===== src/filter_wheel_pkg.sv =====
// constants, encodings and helpers shared by the filter wheel positioner and its serializer
// assumes a single 10 MHz clock for every block that imports it
package filter_wheel_pkg;

    // =====================================================================
    // timing
    localparam int CLK_MHZ = 10;
    localparam int STEP_TIME_US = 2000;
    localparam int STEP_CYCLES = STEP_TIME_US * CLK_MHZ;
    localparam int PAIR_WINDOW_STEPS = 3;
    localparam int WIN_W = 3;

    // =====================================================================
    // video
    localparam int WORD_W = 8;
    localparam int EXPOSE_WORDS = 64;

    // =====================================================================
    // wheel positions, ascending in the turning direction
    localparam logic [1:0] POS_HOME = 2'h0;
    localparam logic [1:0] POS_RED = 2'h1;
    localparam logic [1:0] POS_GREEN = 2'h2;
    localparam logic [1:0] POS_BLUE = 2'h3;

    // =====================================================================
    // sense code
    localparam logic [1:0] SENSE_NONE = 2'h0;
    localparam logic [1:0] SENSE_SINGLE = 2'h1;
    localparam logic [1:0] SENSE_DOUBLE = 2'h2;
    localparam logic [1:0] PULSE_PAIR = 2'h2;

    // =====================================================================
    // coil patterns, two-phase-on full step
    localparam logic [3:0] COIL_STEP0 = 4'h3;
    localparam logic [3:0] COIL_STEP1 = 4'h6;
    localparam logic [3:0] COIL_STEP2 = 4'hC;
    localparam logic [3:0] COIL_STEP3 = 4'h9;

    typedef enum logic [3:0] {
        ST_HOMING = 4'h1,
        ST_IDLE = 4'h2,
        ST_MOVE = 4'h4,
        ST_EXPOSE = 4'h8
    } wheel_state_type;

    function automatic logic [3:0] coil_pattern(input logic [1:0] ph);
        logic [3:0] pat;
        pat = COIL_STEP0;
        case (ph)
            2'h0: pat = COIL_STEP0;
            2'h1: pat = COIL_STEP1;
            2'h2: pat = COIL_STEP2;
            2'h3: pat = COIL_STEP3;
            default: pat = COIL_STEP0;
        endcase
        return pat;
    endfunction

endpackage


===== src/video_if.sv =====
// exposure control link between the positioner and the video serializer
// assumes both ends share one clock
`timescale 1ns/1ns
interface video_if;
    logic run;
    logic done;
    modport ctl (output run, input done);
    modport ser (input run, output done);
endinterface


===== src/video_serializer.sv =====
// latches parallel video memory words and shifts them out as a serial video bit
// assumes the word source answers word_req with word_valid on the same clock
`timescale 1ns/1ns
module video_serializer #(
    parameter int WORD_W = filter_wheel_pkg::WORD_W,
    parameter int EXPOSE_WORDS = filter_wheel_pkg::EXPOSE_WORDS
) (
    input wire logic clk,
    input wire logic rstn,
    video_if.ser vid,
    input wire logic word_valid,
    input wire logic [WORD_W-1:0] word_in,
    output logic word_req,
    output logic video_out
);
    import filter_wheel_pkg::*;

    localparam int BW = $clog2(WORD_W + 1);
    localparam int CW = $clog2(EXPOSE_WORDS + 1);
    localparam logic [BW-1:0] BITS_FULL = BW'(WORD_W);
    localparam logic [CW-1:0] WORDS_LAST = CW'(EXPOSE_WORDS);

    typedef struct packed {
        logic [WORD_W-1:0] latch;
        logic [BW-1:0] bits;
        logic [CW-1:0] words;
        logic req;
        logic video;
        logic done;
    } ser_reg_type;

    ser_reg_type r_ff;
    ser_reg_type nxt_r;

    // =====================================================================
    // shifter
    always_comb begin
        nxt_r = r_ff;
        nxt_r.done = 1'b0;
        if (!vid.run) begin
            nxt_r.bits = '0;
            nxt_r.words = '0;
            nxt_r.req = 1'b0;
            nxt_r.video = 1'b0;
        end else if (r_ff.bits != '0) begin
            nxt_r.video = r_ff.latch[WORD_W-1];
            nxt_r.latch = r_ff.latch << 1;
            nxt_r.bits = r_ff.bits - 1'b1;
            if (r_ff.bits == BW'(1) && r_ff.words == WORDS_LAST) begin
                nxt_r.done = 1'b1;
            end
        end else begin
            nxt_r.video = 1'b0;
            if (r_ff.words == WORDS_LAST) begin
                nxt_r.req = 1'b0;
            end else if (r_ff.req && word_valid) begin
                nxt_r.latch = word_in;
                nxt_r.bits = BITS_FULL;
                nxt_r.words = r_ff.words + 1'b1;
                nxt_r.req = 1'b0;
            end else begin
                nxt_r.req = 1'b1;
            end
        end
    end

    always_ff @(posedge clk or negedge rstn) begin
        if (!rstn) begin
            r_ff <= '0;
        end else begin
            r_ff <= nxt_r;
        end
    end

    assign word_req = r_ff.req;
    assign video_out = r_ff.video;
    assign vid.done = r_ff.done;
endmodule // video_serializer


===== src/filter_wheel_positioner.sv =====
// filter wheel homing, colour positioning and exposure sequencing
// assumes one 10 MHz clock; the notch sensor input is asynchronous
// How it works
// - home the wheel before any exposure
// - step clockwise only, always
// - a notch pulse pair marks home
// - publish a two-bit sense code
// - stop stepping once home is seen while homing
// - a single pulse marks a filter notch
// - stop when the requested filter arrives
// - step pulses pass a coil phasing stage
// - expose only after filter is in place
// - colours go red, green, then blue
// - higher filter: step straight forward
// - lower filter: step through home first
// - latch video words, shift them out
// - blank video at exposure end
// - repeat exposure for every colour
`timescale 1ns/1ns
module filter_wheel_positioner #(
    parameter int STEP_CYCLES_P = filter_wheel_pkg::STEP_CYCLES,
    parameter int PAIR_WINDOW_STEPS_P = filter_wheel_pkg::PAIR_WINDOW_STEPS,
    parameter int WORD_W = filter_wheel_pkg::WORD_W,
    parameter int EXPOSE_WORDS = filter_wheel_pkg::EXPOSE_WORDS
) (
    input wire logic clk,
    input wire logic rstn,
    input wire logic wheel_notch_pulse,
    input wire logic expose_valid,
    input wire logic [1:0] expose_color,
    input wire logic word_valid,
    input wire logic [WORD_W-1:0] word_in,
    output logic word_req,
    output logic video_out,
    output logic [3:0] coil_drive,
    output logic step_pulse,
    output logic [1:0] sense_code,
    output logic [1:0] filter_index,
    output logic ready,
    output logic exposure_done,
    output logic picture_done,
    output logic sequence_error
);
    import filter_wheel_pkg::*;

    localparam int DIV_W = $clog2(STEP_CYCLES_P + 1);
    localparam logic [DIV_W-1:0] DIV_LOAD = DIV_W'(STEP_CYCLES_P - 1);
    localparam logic [WIN_W-1:0] WIN_LOAD = WIN_W'(PAIR_WINDOW_STEPS_P);
    localparam logic [WIN_W-1:0] WIN_LAST = WIN_W'(1);

    typedef struct packed {
        wheel_state_type st;
        logic [DIV_W-1:0] div;
        logic sync1;
        logic sync2;
        logic sync3;
        logic [1:0] pulses;
        logic [WIN_W-1:0] win;
        logic [1:0] sense;
        logic [1:0] pos;
        logic [1:0] target;
        logic [1:0] next_color;
        logic [1:0] phase;
        logic [3:0] coils;
        logic step;
        logic homed;
        logic run;
        logic ready;
        logic exp_done;
        logic pic_done;
        logic seq_err;
    } wheel_reg_type;

    wheel_reg_type r_ff;
    wheel_reg_type nxt_r;
    logic tick;
    logic resolved;
    logic home_seen;
    logic [1:0] nxt_phase;

    video_if vid();

    video_serializer #(
        .WORD_W(WORD_W),
        .EXPOSE_WORDS(EXPOSE_WORDS)
    ) u_serializer (
        .clk(clk),
        .rstn(rstn),
        .vid(vid),
        .word_valid(word_valid),
        .word_in(word_in),
        .word_req(word_req),
        .video_out(video_out)
    );

    // =====================================================================
    // next state
    always_comb begin
        nxt_r = r_ff;
        nxt_r.sync1 = wheel_notch_pulse;
        nxt_r.sync2 = r_ff.sync1;
        nxt_r.sync3 = r_ff.sync2;
        nxt_r.step = 1'b0;
        nxt_r.exp_done = 1'b0;
        nxt_r.pic_done = 1'b0;
        nxt_r.seq_err = 1'b0;
        nxt_phase = r_ff.phase + 2'h1;
        tick = (r_ff.div == '0);
        nxt_r.div = tick ? DIV_LOAD : r_ff.div - 1'b1;
        resolved = 1'b0;

        // count notch pulses inside a window of a few steps
        if (r_ff.sync2 && !r_ff.sync3) begin
            if (r_ff.pulses != PULSE_PAIR) begin
                nxt_r.pulses = r_ff.pulses + 2'h1;
            end
            nxt_r.win = WIN_LOAD;
        end else if (tick && r_ff.win != '0) begin
            nxt_r.win = r_ff.win - 1'b1;
            if (r_ff.win == WIN_LAST) begin
                resolved = 1'b1;
                nxt_r.pulses = '0;
                nxt_r.sense = (r_ff.pulses == PULSE_PAIR) ? SENSE_DOUBLE : SENSE_SINGLE;
            end
        end
        home_seen = resolved && (r_ff.pulses == PULSE_PAIR);
        if (home_seen) begin
            nxt_r.pos = POS_HOME;
        end else if (resolved && r_ff.homed) begin
            nxt_r.pos = r_ff.pos + 2'h1;
        end

        case (r_ff.st)
            ST_HOMING: begin
                if (home_seen) begin
                    nxt_r.st = ST_IDLE;
                    nxt_r.homed = 1'b1;
                end
            end
            ST_IDLE: begin
                if (expose_valid) begin
                    if (expose_color != r_ff.next_color) begin
                        nxt_r.seq_err = 1'b1;
                    end else if (expose_color == r_ff.pos) begin
                        nxt_r.target = expose_color;
                        nxt_r.st = ST_EXPOSE;
                        nxt_r.run = 1'b1;
                    end else begin
                        nxt_r.target = expose_color;
                        nxt_r.st = ST_MOVE;
                    end
                end
            end
            ST_MOVE: begin
                if (resolved && nxt_r.pos == r_ff.target) begin
                    nxt_r.st = ST_EXPOSE;
                    nxt_r.run = 1'b1;
                end
            end
            ST_EXPOSE: begin
                if (vid.done) begin
                    nxt_r.run = 1'b0;
                    nxt_r.st = ST_IDLE;
                    nxt_r.exp_done = 1'b1;
                    if (r_ff.target == POS_BLUE) begin
                        nxt_r.pic_done = 1'b1;
                        nxt_r.next_color = POS_RED;
                    end else begin
                        nxt_r.next_color = r_ff.target + 2'h1;
                    end
                end
            end
            default: begin
                nxt_r.st = ST_HOMING;
                nxt_r.homed = 1'b0;
                nxt_r.run = 1'b0;
            end
        endcase

        // one direction only; the stepping state holds while the wheel travels
        if (tick && nxt_r.st == r_ff.st && (r_ff.st == ST_HOMING || r_ff.st == ST_MOVE)) begin
            nxt_r.step = 1'b1;
            nxt_r.phase = nxt_phase;
            nxt_r.coils = coil_pattern(nxt_phase);
        end
        nxt_r.ready = (nxt_r.st == ST_IDLE);
    end

    always_ff @(posedge clk or negedge rstn) begin
        if (!rstn) begin
            r_ff <= '0;
            r_ff.st <= ST_HOMING;
            r_ff.next_color <= POS_RED;
        end else begin
            r_ff <= nxt_r;
        end
    end

    assign vid.run = r_ff.run;
    assign coil_drive = r_ff.coils;
    assign step_pulse = r_ff.step;
    assign sense_code = r_ff.sense;
    assign filter_index = r_ff.pos;
    assign ready = r_ff.ready;
    assign exposure_done = r_ff.exp_done;
    assign picture_done = r_ff.pic_done;
    assign sequence_error = r_ff.seq_err;
endmodule // filter_wheel_positioner


===== config.mk =====
export PLATFORM = sky130hd
export DESIGN_NAME = filter_wheel_positioner
export DESIGN_NICKNAME = d
export VERILOG_FILES = /design/src/filter_wheel_pkg.sv /design/src/video_if.sv /design/src/video_serializer.sv /design/src/filter_wheel_positioner.sv
export SDC_FILE = /design/constraint.sdc
export NUM_CORES = 1
export LEC_CHECK = 0
export ABC_CLOCK_PERIOD_IN_PS = 6200
export BUFFER_PORTS_ARGS = -buffer_cell sky130_fd_sc_hd__buf_2
export CORE_AREA = 2 2 93 95
export DETAILED_ROUTE_END_ITERATION = 8
export DIE_AREA = 0 0 95 97
export PLACE_DENSITY = 0.69
export SLEW_MARGIN = 20
export SYNTH_ARGS = -nofsm -noshare
export SYNTH_HDL_FRONTEND = slang
export SYNTH_SLANG_ARGS = --single-unit

===== constraint.sdc =====
create_clock -name clk -period 6.2 [get_ports clk]
set_clock_uncertainty 0.05 [all_clocks]
set_input_delay 1.24 -clock clk [delete_from_list [all_inputs] [get_ports clk]]
set_output_delay 1.24 -clock clk [all_outputs]
set_load 0.1 [all_outputs]

==> results of run 1 <==
## cells by family (layout without fill, tap and decap cells)
logic type                 Yosys count  in the layout  share of synthesized area
xor gates and xnor gates            27             27                    0.06535
buffers and inverters               37             63                    0.05117
muxes                               15             15                    0.04668
AOI/OAI and AO/OA                   57             57                     0.1113
and+or+nand+nor                    135            135                     0.1992
adders and majority gates           12             12                    0.04149
DFF                                 70             70                     0.4848
## registers in the layout (all words and copies together), names as in the netlist, 2 cells and up
| name | cells |
|---|---|
| nxt_r | 2 |
| coil_drive | 4 |
| filter_index | 2 |
| r_ff | 32 |
| sense_code | 2 |
| u_serializer.r_ff | 19 |
## metrics by stage
| step | worst slack, ns | total power, mW | utilization | hold WS (ns) | instance area, um^2 |
|---|---|---|---|---|---|
| 6_report | 3.553 | 0.9229 | 0.4922 | 0.3052 | 4004 |
| 3_5_place_dp | 3.498 | 0.5303 | 0.4649 | 0.2903 | 3781 |
| 4_1_cts | 3.534 | 0.9411 | 0.4922 | 0.3080 | 4004 |
| 2_1_floorplan | 3.854 | 0.5068 | - | 0.2812 | 3618 |
| 5_1_grt | 3.351 | 0.9665 | 0.4922 | 0.3245 | 4004 |
| 3_3_place_gp | 3.552 | 0.5277 | 0.4649 | 0.2899 | 3781 |
## power by group through the flow
stage                     registers (mW)  clock network (mW)  logic (mW)
after floorplan                    0.475                   0      0.0318
after CTS                          0.467               0.420      0.0545
after global placement             0.475                   0      0.0523
final                              0.467               0.403      0.0530
after global routing               0.468               0.437      0.0611
after detailed placement           0.476                   0      0.0545
## area by class of cell
cell class,count,area (um^2)
clock buffer,9,123.9
clock inverter,7,98.84
fill,753,4130
inverter,17,63.81
multi-input combinational,246,1679
sequential,70,1754
tap,105,131.4
timing repair buffer,30,152.6
## metal layers
metal / part of all wire / routed length (um)
met3: 0.034 / 216
met5: 0 / 0
met2: 0.48 / 3006
met4: 0.012 / 77
met1: 0.48 / 2988
## how the worst max path moves through the flow
stage                                       end  slack, ns             startpoint
after floorplan            u_serializer.r_ff[8]       3.85             word_valid
after global placement    u_serializer.r_ff[17]       3.55             word_valid
after detailed placement  u_serializer.r_ff[15]       3.50             word_valid
after CTS                       filter_index[1]       3.53        filter_index[1]
after global routing      u_serializer.r_ff[17]       3.35  u_serializer.r_ff[10]
final                           filter_index[1]       3.55        filter_index[1]
## cells in the mapped netlist, types with 2 or more instances
master	instances
nor2_1	25
nor3_1	6
nand4_1	4
mux2_4	3
buf_2	7
o221ai_1	3
o31ai_1	2
or3b_1	2
ha_1	12
and3_1	3
o2bb2ai_1	2
dfrtp_1	68
a21oi_1	8
a31oi_1	2
o211ai_1	2
clkbuf_1	3
and2_1	10
nor4b_1	2
or3_1	3
or4_1	4
dfstp_2	2
o21ai_0	21
buf_4	8
nor4_1	5
nand2b_1	4
a311oi_1	2
mux2i_1	9
inv_1	17
nand2_1	35
xor2_1	15
nor2b_1	12
xnor2_1	12
nand3_1	12
mux2_2	3
## cell usage in the layout, fill, tap and decap left out, types with 2 or more instances in the layout
| cell type | n |
|---|---|
| inv_1 | 17 |
| and3_1 | 3 |
| nor3_1 | 6 |
| o2bb2ai_1 | 2 |
| xor2_1 | 15 |
| or3b_1 | 2 |
| nand3_1 | 12 |
| mux2i_1 | 9 |
| or4_1 | 4 |
| o221ai_1 | 3 |
| nand2b_1 | 4 |
| dfstp_2 | 2 |
| mux2_2 | 3 |
| bufinv_16 | 2 |
| nor2_1 | 25 |
| nand2_1 | 35 |
| clkbuf_8 | 9 |
| nor2b_1 | 12 |
| and2_1 | 10 |
| dfrtp_1 | 68 |
| a21oi_1 | 8 |
| ha_1 | 12 |
| a311oi_1 | 2 |
| a31oi_1 | 2 |
| o31ai_1 | 2 |
| nand4_1 | 4 |
| mux2_4 | 3 |
| clkinv_4 | 3 |
| nor4_1 | 5 |
| o21ai_0 | 21 |
| or3_1 | 3 |
| nor4b_1 | 2 |
| buf_2 | 29 |
| o211ai_1 | 2 |
| xnor2_1 | 12 |
==> impl_metrics.csv, run 1 <==
group,metric,value,unit
synth,synth_flop_cell,"dfrtp_1",
synth,netlist-cell-type-count,59,
min_path,hp-class,"flip-flop to flip-flop",
sta,rsz0062_at_grt,"no",
sta,max_freq,0.3778,GHz
min_path,worst_hold_path.num_cells,0,
sta,period_share,0.4269,
global_routing,grt-busiest-layer,"met2",
placed_design,place.detailed.instances,468,
drt,finalWirelength,6287,um
sta,actual_slew_at_the_worst_max_slew_pin,0.8752,ns
finish,area_growth_synth_to_finish,10.65,%
sta,final_max_slew_viol_count,0,
critical_path,cp_class,"flip-flop to primary output",
global_routing,grt_util_all_layers,0.1507,
die,core_area,8134,um^2
power,net_switching,0.2155,mW
critical_path,setup.worst_path.start_class,"flip-flop",
sta,fin_crit,2.647,ns
synth,synthArstFlopShare,1.000,
power,internal_power,0.7074,mW
critical_path,cp_num_buf_inv,1,
global_routing,grt_pass1_vias,2417,
sta,report.final.setup_viol,0,
critical_path,worstSetupPathDepth,1,
min_path,hold_path_startpoint,"nxt_r[27]",
drt,route.vias.total,2496,
critical_path,cp_slowest_cell,"dfrtp_1",
placed_design,dp.final_hpwl,4390,um
synth,synth_cells,353,
synth,synth-edff-count,0,
synth,ys_seq_elements,70,
min_path,hold_end,"nxt_r[26]",
critical_path,crit_arrival,1.36,ns
power,vdd_ir_drop_max,130.1,uV
critical_path,ff2ff_setup_slack,3.65,ns
finish,total_number_of_nets_in_the_final_design,401,
global_routing,gr-total-overflow,0,
placed_design,io_buffer_count,29,
critical_path,crit_required,4.91,ns
power,switching_part_of_the_total,0.2335,
clock_tree,clock_sink_count,70,
global_routing,grt_util_met3,0.04595,
sta,finalSetupTns,0,ns
placed_design,gpl.final_weighted_congestion,0.8231,
run,max_cap_violations,0,
clock_tree,clock_latency,0.35,ns
critical_path,ff2ff_path_depth,5,
synth,postSynthNetCount,380,
clock_tree,clock_h_tree_levels,3,
power,pwr-share-seq,0.506,
critical_path,cp_cell_sequence,"buf_2",
sta,timing.max_slew.rel_slack,0.4166,
critical_path,critical_path.reg2reg.endpoint,"u_serializer.r_ff[20]",
critical_path,crit_path_max_fanout,10,
power,static_leakage,1.829,nW
drt,routedWlPerCell,12.99,um
clock_tree,cts_max_path_buffers,2,
synth,sequential_share_of_the_synthesized_area,0.4848,
die,dieHeight,97,um
global_routing,grt_start_max_net_pins,71,
synth,post-synth-top-area-fraction,0.4703,
clock_tree,clk_pin_slew,0.08,ns
die,floorplan.initialDensity,0.4449,
die,die_width,95,um
finish,fin_cells,484,
clock_tree,clock-root-buffer,"clkbuf_8",
synth,synth_top_cells_by_area,"dfrtp_1 (47%), ha_1 (4.1%), nand2_1 (3.6%)",
clock_tree,post_cts.repair.setup_buffers,0,
drt,drt.antenna.violating_nets,0,
die,die_area,9215,um^2
synth,syn_area,3618,um^2
synth,synth_area_per_cell,10.25,um^2
finish,post_route_cells_drive_above_1_share,0.1609,
synth,total_number_of_yosys_warnings,0,
global_routing,global_route.usage.met1,0.2046,
global_routing,antenna_violations_before_repair,0,
synth,synth_area_leader_cell,"dfrtp_1",
power,power_per_cell_area,230.5,nW/um^2
drt,detail_route.iter0.violations,126,
drt,ratio_of_routed_vias_to_standard_cells,5.157,
sta,hold_violations,0,
drt,drcViolationCount,0,
power,p_comb_frac,0.057,
critical_path,critical_path.endpoint_type,"primary output",
drt,drt-pass1-iter-count,4,
clock_tree,postCtsResizedCells,0,
power,power.share.clock,0.436,
global_routing,grt.met2_usage,0.2302,
die,std_cell_rows,33,
global_routing,global_route_wire_length_before_repair,11030,um
clock_tree,tritoncts_clock_tree,"yes",
clock_tree,cts_buffers,9,
finish,insertedDiodeCount,0,
critical_path,critical_path.max_stage_delay,0.52,ns
critical_path,r2r_start,"u_serializer.r_ff[10]",
critical_path,critPathTopFamily,"flip-flops",
outcome,status,"finished clean",
clock_tree,post_cts_hold_buffer_count,0,
die,io-pin-count,30,
Note: power is estimated with default switching activity, not from simulation.
==> run 2, diff against run 1 <==
--- a/config.mk
+++ b/config.mk
@@ -5,12 +5,12 @@
 export SDC_FILE = /design/constraint.sdc
 export NUM_CORES = 1
 export LEC_CHECK = 0
-export ABC_CLOCK_PERIOD_IN_PS = 6200
+export ABC_CLOCK_PERIOD_IN_PS = 2300
 export BUFFER_PORTS_ARGS = -buffer_cell sky130_fd_sc_hd__buf_2
 export CORE_AREA = 2 2 93 95
 export DETAILED_ROUTE_END_ITERATION = 8
 export DIE_AREA = 0 0 95 97
-export PLACE_DENSITY = 0.69
+export PLACE_DENSITY = 0.71
 export SLEW_MARGIN = 20
 export SYNTH_ARGS = -nofsm -noshare
 export SYNTH_HDL_FRONTEND = slang
==> constraint.sdc (replaced) <==
create_clock -name clk -period 2.3 [get_ports clk]
set_clock_uncertainty 0.05 [all_clocks]
set_input_delay 0.46 -clock clk [delete_from_list [all_inputs] [get_ports clk]]
set_output_delay 0.46 -clock clk [all_outputs]
set_load 0.1 [all_outputs]
==> run 2 against run 1 <==
  * Sequential share of layout area decreased by 0.46 points
  * Utilization increased by 0.52 points
  * Global-route usage increased by 0.99 points
  * Sequential power increased to 2.7 times the previous value
  * Via count increased by 4.3%
  * Worst hold slack got worse by 0.24 ns
  * First-iteration DRC count increased by 25%
  * Die area unchanged
  * Final cell count increased by 2.1%
  * Count of clock-buffer cells in the layout increased by 6
  * Register-to-register slack got worse by 3.5 ns
  * Critical path type is now flip-flop to flip-flop
  * Largest power group unchanged
==> impl_metrics.csv, run 2 (same netlist as run 1, synthesis figures left out) <==
group,metric,value,unit
finish,most_flops_register,"r_ff",
drt,drt-pass1-iter-count,4,
drt,routedWlPerCell,13.44,um
critical_path,critical_path.endpoint_type,"flip-flop",
sta,rsz0062_at_grt,"no",
finish,final_common_cell,"dfrtp_1",
sta,period_share,0.9545,
die,die_width,95,um
critical_path,critical_path.max_stage_delay,0.49,ns
clock_tree,tritoncts_clock_tree,"yes",
critical_path,crit_arrival,2.37,ns
finish,fillCellCount,749,
outcome,status,"finished clean",
power,pwr-share-seq,0.547,
drt,detail_route.iter0.violations,157,
critical_path,ff2ff_setup_slack,0.10,ns
drt,finalWirelength,6639,um
global_routing,global_route_wire_length_before_repair,11780,um
finish,largest_register_ff_count,32,
sta,final_max_slew_viol_count,0,
sta,fin_crit,2.195,ns
power,p_comb_frac,0.070,
finish,total_number_of_nets_in_the_final_design,411,
clock_tree,clock-root-buffer,"clkbuf_8",
global_routing,grt_util_all_layers,0.1606,
finish,insertedDiodeCount,0,
finish,multi_input_area,1685,um^2
sta,finalSetupTns,0,ns
placed_design,dp.final_hpwl,4584,um
sta,timing.max_slew.rel_slack,0.6493,
sta,actual_slew_at_the_worst_max_slew_pin,0.5212,ns
drt,drcViolationCount,0,
clock_tree,post_cts_hold_buffer_count,0,
power,net_switching,0.5462,mW
power,internal_power,1.756,mW
critical_path,cp_slowest_cell,"a311oi_4",
min_path,hp-class,"input port to asynchronous set/reset pin",
sta,hold_violations,0,
global_routing,gr-total-overflow,0,
finish,area_growth_synth_to_finish,11.83,%
die,floorplan.initialDensity,0.4449,
die,die_area,9215,um^2
power,switching_part_of_the_total,0.2373,
clock_tree,cts_max_path_buffers,2,
critical_path,cp_cell_sequence,"inv_1, ha_1, nor2b_1, a211oi_1, o211ai_2, a311oi_4, mux2_4",
finish,post_route_cells_drive_above_1_share,0.1748,
run,max_cap_violations,0,
power,static_leakage,1.862,nW
critical_path,crit_path_max_fanout,5,
drt,ratio_of_routed_vias_to_standard_cells,5.269,
power,power_per_cell_area,568.9,nW/um^2
die,core_area,8134,um^2
placed_design,io_buffer_count,29,
sta,report.final.setup_viol,0,
global_routing,antenna_violations_before_repair,0,
sta,max_freq,0.4555,GHz
power,vdd_ir_drop_max,402.6,uV
power,power.share.clock,0.383,
global_routing,grt_pass1_vias,2608,
clock_tree,clock_latency,0.34,ns
die,std_cell_rows,33,
finish,most-common-layout-cells,"dfrtp_1 (68), nand2_1 (35), buf_2 (29)",
placed_design,gpl.final_weighted_congestion,0.8105,
clock_tree,clk_pin_slew,0.07,ns
critical_path,cp_class,"flip-flop to flip-flop",
drt,drt.antenna.violating_nets,0,
critical_path,crit_required,2.48,ns
global_routing,grt_start_max_net_pins,71,
finish,finalCoreUtilization,0.4975,
clock_tree,clock_sink_count,70,
die,dieHeight,97,um
clock_tree,cts_buffers,9,
drt,route.vias.total,2603,
critical_path,setup.worst_path.start_class,"flip-flop",
clock_tree,clock_h_tree_levels,3,
finish,register_area,1754,um^2
die,io-pin-count,30,
-- run 2: power by group through the flow --
stage,Sequential [mW],Combinational [mW],Clock (mW)
2_1_floorplan,1.28,0.0858,0
3_3_place_gp,1.28,0.152,0
3_5_place_dp,1.28,0.162,0
4_1_cts,1.26,0.163,0.910
5_1_grt,1.26,0.183,0.972
6_report,1.26,0.161,0.882
-- run 2: final cells by class --
type / instances / area share
clock inverters: 1 / 0.001237
repair buffers: 40 / 0.05937
inverters: 17 / 0.01577
well taps: 105 / 0.03247
multi-input cells: 246 / 0.4165
flip-flops and latches: 70 / 0.4335
clock buffers: 15 / 0.04113
-- run 2: final timing paths --
path,from,to,depth (start not counted)
max,r_ff[24],coil_drive[3],7
min,rstn,nxt_r[26],2
max reg2reg,r_ff[24],coil_drive[3],7
min reg2reg,nxt_r[27],nxt_r[26],0
max in group asynchronous,rstn,r_ff[13],2
min in group clk,wheel_notch_pulse,nxt_r[27],1
-- run 2: worst max-delay path: cells and delay by family, from the launching register on --
kind	cells	cell delay, ns
AO/OA/AOI/OAI	3	0.91
flip-flops	1	0.35
multiplexers	1	0.34
adder cells (fa/ha/maj)	1	0.24
AND/OR/NAND/NOR	1	0.15
buffers and inverters	1	0.06
-- run 2: routing by layer --
metal	share of wire	vias up	global-route usage
li1	-	1277	-
met1	0.47	1279	0.2103
met2	0.49	40	0.2542
met3	0.034	7	0.04673
met4	0.012	0	0.05351
met5	0	-	0
-- run 2: repair_timing --
| item | in CTS | in global routing |
|---|---|---|
| setup buffers | 0 | 1 |
| gates resized for setup | 0 | 1 |
| setup endpoints to repair | 0 | 3 |
-- run 2: per-stage QoR --
step                      power [mW]  hold WS, ns  worst slack [ns]  cell area (um^2)  std cells
after floorplan                1.366       0.1144            0.1232              3618        353
after CTS                      2.332      0.09809           0.07299              4033        493
after global placement         1.433       0.2893            0.1677              3861        477
after detailed placement       1.444       0.2925           0.08315              3861        477
after global routing           2.416       0.1074          0.005922              4046        494
final                          2.302      0.06394            0.1045              4046        494
==> run 3, diff against run 2 <==
--- a/config.mk
+++ b/config.mk
@@ -7,11 +7,11 @@
 export LEC_CHECK = 0
 export ABC_CLOCK_PERIOD_IN_PS = 2300
 export BUFFER_PORTS_ARGS = -buffer_cell sky130_fd_sc_hd__buf_2
-export CORE_AREA = 2 2 93 95
+export CORE_AREA = 2 2 95 97
 export DETAILED_ROUTE_END_ITERATION = 8
-export DIE_AREA = 0 0 95 97
+export DIE_AREA = 0 0 97 99
 export PLACE_DENSITY = 0.71
-export SLEW_MARGIN = 20
 export SYNTH_ARGS = -nofsm -noshare
 export SYNTH_HDL_FRONTEND = slang
+export SYNTH_HIERARCHICAL = 1
 export SYNTH_SLANG_ARGS = --single-unit
==> constraint.sdc (replaced) <==
create_clock -name clk -period 2.3 [get_ports clk]
set_clock_uncertainty 0.05 [all_clocks]
set_input_delay 0.46 -clock clk [delete_from_list [all_inputs] [get_ports clk]]
set_output_delay 0.46 -clock clk [all_outputs]
set_load 0.005 [all_outputs]
==> run 3 against run 2 <==
  * The run now ends with negative setup slack left
  * Count of clock-buffer cells in the layout shrank 6
  * Register-to-register slack lost 0.13 ns
  * Critical path depth grew 1
  * Critical path type unchanged
==> impl_metrics.csv, run 3 <==
group,metric,value,unit
finish,fillCellCount,786,
drt,drt-pass1-iter-count,4,
drt,detail_route.iter0.violations,119,
synth,synth_top_cells_by_area,"dfrtp_1 (45%), nand2_1 (4.3%), ha_1 (4.0%)",
clock_tree,clk_pin_slew,0.08,ns
run,max_cap_violations,0,
global_routing,global_route_wire_length_before_repair,12980,um
power,power_per_cell_area,564.0,nW/um^2
global_routing,gr-total-overflow,0,
critical_path,critical_path.reg2reg.endpoint,"r_ff[44]",
synth,most_instantiated_library_cell_after_synthesis,"dfrtp_1",
finish,post_route_cells_drive_above_1_share,0.2706,
outcome,status,"finished with violations",
sta,final_critical_path_setup_slack,-0.02549,ns
critical_path,ff2ff_setup_slack,-0.03,ns
global_routing,grt_start_max_net_pins,53,
critical_path,crit_path_max_fanout,4,
finish,insertedDiodeCount,0,
drt,routedWlPerCell,13.93,um
die,core_area,8551,um^2
sta,final_max_slew_viol_count,0,
critical_path,crit_arrival,2.56,ns
drt,finalWirelength,7424,um
finish,largest_register_ff_count,32,
synth,netlist-cell-type-count,63,
min_path,hp-class,"input port to asynchronous set/reset pin",
global_routing,antenna_violations_before_repair,0,
sta,rsz0062_at_grt,"yes",
placed_design,dp.final_hpwl,5362,um
finish,most_flops_register,"r_ff",
placed_design,io_buffer_count,29,
power,post-layout-total-power,2.486,mW
synth,synth_area_leader_cell,"dfrtp_1",
drt,route.vias.total,2790,
drt,drcViolationCount,0,
power,pwr-share-seq,0.507,
clock_tree,post_cts_hold_buffer_count,0,
critical_path,setup.worst_path.start_class,"flip-flop",
clock_tree,tritoncts_clock_tree,"yes",
sta,timing.max_slew.rel_slack,0.6294,
die,io-pin-count,30,
power,p_comb_frac,0.059,
synth,postSynthNetCount,397,
clock_tree,clock-root-buffer,"clkbuf_8",
sta,report.final.setup_viol,3,
finish,total_number_of_nets_in_the_final_design,447,
die,die_width,97,um
sta,period_share,1.011,
finish,most-common-layout-cells,"dfrtp_1 (68), nand2_1 (43), buf_4 (32)",
sta,fin_crit,2.325,ns
critical_path,setup.worst_path.start,"r_ff[29]",
critical_path,r2r_start,"r_ff[29]",
die,floorplan.initialDensity,0.4378,
critical_path,crit_required,2.54,ns
placed_design,gpl.final_weighted_congestion,0.8322,
synth,synth_flop_cell,"dfrtp_1",
finish,final_common_cell,"dfrtp_1",
synth,post-synth-top-area-fraction,0.4545,
outcome,violations,"negative setup slack",
synth,ys_seq_elements,70,
sta,hold_violations,0,
synth,total_number_of_yosys_warnings,6,
power,internal_power,1.912,mW
finish,finalCoreUtilization,0.5155,
power,power.share.clock,0.434,
clock_tree,clock_sink_count,70,
clock_tree,cts_buffers,9,
critical_path,ff2ff_path_depth,8,
power,switching_part_of_the_total,0.2307,
critical_path,cp_class,"flip-flop to flip-flop",
sta,max_freq,0.4300,GHz
die,std_cell_rows,34,
clock_tree,clock_latency,0.35,ns
power,net_switching,0.5736,mW
sta,actual_slew_at_the_worst_max_slew_pin,0.5559,ns
sta,fin_worst_hold_slack,0.01165,ns
die,dieHeight,99,um
synth,synth-edff-count,0,
clock_tree,clock_h_tree_levels,3,
global_routing,grt_pass1_vias,2832,
synth,synth_area_per_cell,10.12,um^2
synth,synth_commonest_cells,"dfrtp_1 (68), nand2_1 (43), inv_1 (25)",
synth,synthArstFlopShare,1.000,
critical_path,critical_path.endpoint_type,"flip-flop",
drt,ratio_of_routed_vias_to_standard_cells,5.235,
critical_path,critical_path.endpoint,"r_ff[44]",
global_routing,grt_util_all_layers,0.1663,
synth,sequential_share_of_the_synthesized_area,0.4686,
die,die_area,9603,um^2
synth,synth_cells,370,
finish,area_growth_synth_to_finish,17.75,%
power,static_leakage,2.060,nW
clock_tree,cts_max_path_buffers,2,
drt,drt.antenna.violating_nets,0,
power,vdd_ir_drop_max,253.5,uV
synth,syn_area,3744,um^2
[run 3: cell types whose count changed after synthesis, sizes merged, moves of 3 or more]
| cell | change |
|---|---|
| nor3b | +3 |
| mux2i | -6 |
| nor2b | -10 |
| nor2 | -6 |
| buf | -4 |
| a22oi | +6 |
| inv | +8 |
| o22ai | +9 |
| clkbuf | +8 |
| and2 | -5 |
| nor3 | +6 |
| o221ai | -3 |
| nand2 | +7 |
| a21boi | +3 |
[run 3: metrics by stage]
step                      area, um^2  setup TNS [ns]  std cells  setup WS (ns)
after floorplan                 3755         -0.3561        370        -0.1065
after global placement          4120        -0.07948        512       -0.03062
after detailed placement        4120         -0.5581        512        -0.1079
after CTS                       4363         -0.1784        530       -0.04955
after global routing            4408         -0.9147        533        -0.1233
final                           4408        -0.04589        533       -0.02549
[run 3: worst max-delay path, cell delays in order (launching register included)]
cell,delay [ns]
dfrtp_1,0.39
inv_2,0.08
ha_4,0.13
or3b_4,0.40
nor4_4,0.36
buf_4,0.19
nand3_4,0.06
or4b_4,0.50
o21a_1,0.12
[run 3: how the worst min path moves through the flow]
stage	start	endpoint	slack, ns
3_5_place_dp	nxt_r[27]	nxt_r[26]	0.29
2_1_floorplan	rstn	coil_drive[0]	0.11
6_report	rstn	u_serializer/r_ff[3]	0.01
3_3_place_gp	nxt_r[27]	nxt_r[26]	0.28
4_1_cts	rstn	u_serializer/r_ff[15]	0.01
5_1_grt	rstn	u_serializer/r_ff[18]	0.04
[run 3: power by group through the flow]
| stage | Sequential (mW) | Clock (mW) | Combinational (mW) |
|---|---|---|---|
| 6_report | 1.26 | 1.08 | 0.146 |
| 5_1_grt | 1.26 | 1.16 | 0.164 |
| 4_1_cts | 1.26 | 1.11 | 0.150 |
| 3_5_place_dp | 1.28 | 0 | 0.149 |
| 3_3_place_gp | 1.28 | 0 | 0.142 |
| 2_1_floorplan | 1.28 | 0 | 0.0681 |
[run 3: layer usage]
| layer | wire (um) | GRT usage |
|---|---|---|
| met1 | 3378 | 0.2098 |
| met2 | 3715 | 0.2821 |
| met3 | 201 | 0.02908 |
| met4 | 128 | 0.07367 |
| met5 | 0 | 0 |
[run 3: cell type report]
| class | instances | area [um^2] | share of cell area |
|---|---|---|---|
| well taps | 108 | 135.1 | 0.03066 |
| clock buffers | 9 | 123.9 | 0.02810 |
| flip-flops and latches | 70 | 1754 | 0.3980 |
| inverters | 25 | 93.84 | 0.02129 |
| repair buffers | 63 | 416.7 | 0.09452 |
| clock inverters | 7 | 88.84 | 0.02015 |
| multi-input cells | 251 | 1795 | 0.4073 |
[run 3: cell families (layout without fill, tap and decap cells)]
group | after synthesis | count (layout) | share of synthesized area
xor gates and xnor gates | 26 | 26 | 0.06083
muxes | 7 | 7 | 0.02206
DFF | 70 | 70 | 0.4686
and+or+nand+nor | 137 | 137 | 0.2072
buffers and inverters | 49 | 104 | 0.06384
AOI/OAI and AO/OA | 69 | 69 | 0.1374
adders and majority gates | 12 | 12 | 0.04011
[run 3: what timing repair did]
action                                  4_1_cts  5_1_grt
setup buffers                                 2        4
gates cloned                                  0        0
resized for setup                             2        6
pin swaps                                     4        7
endpoints found under the setup margin       10       12
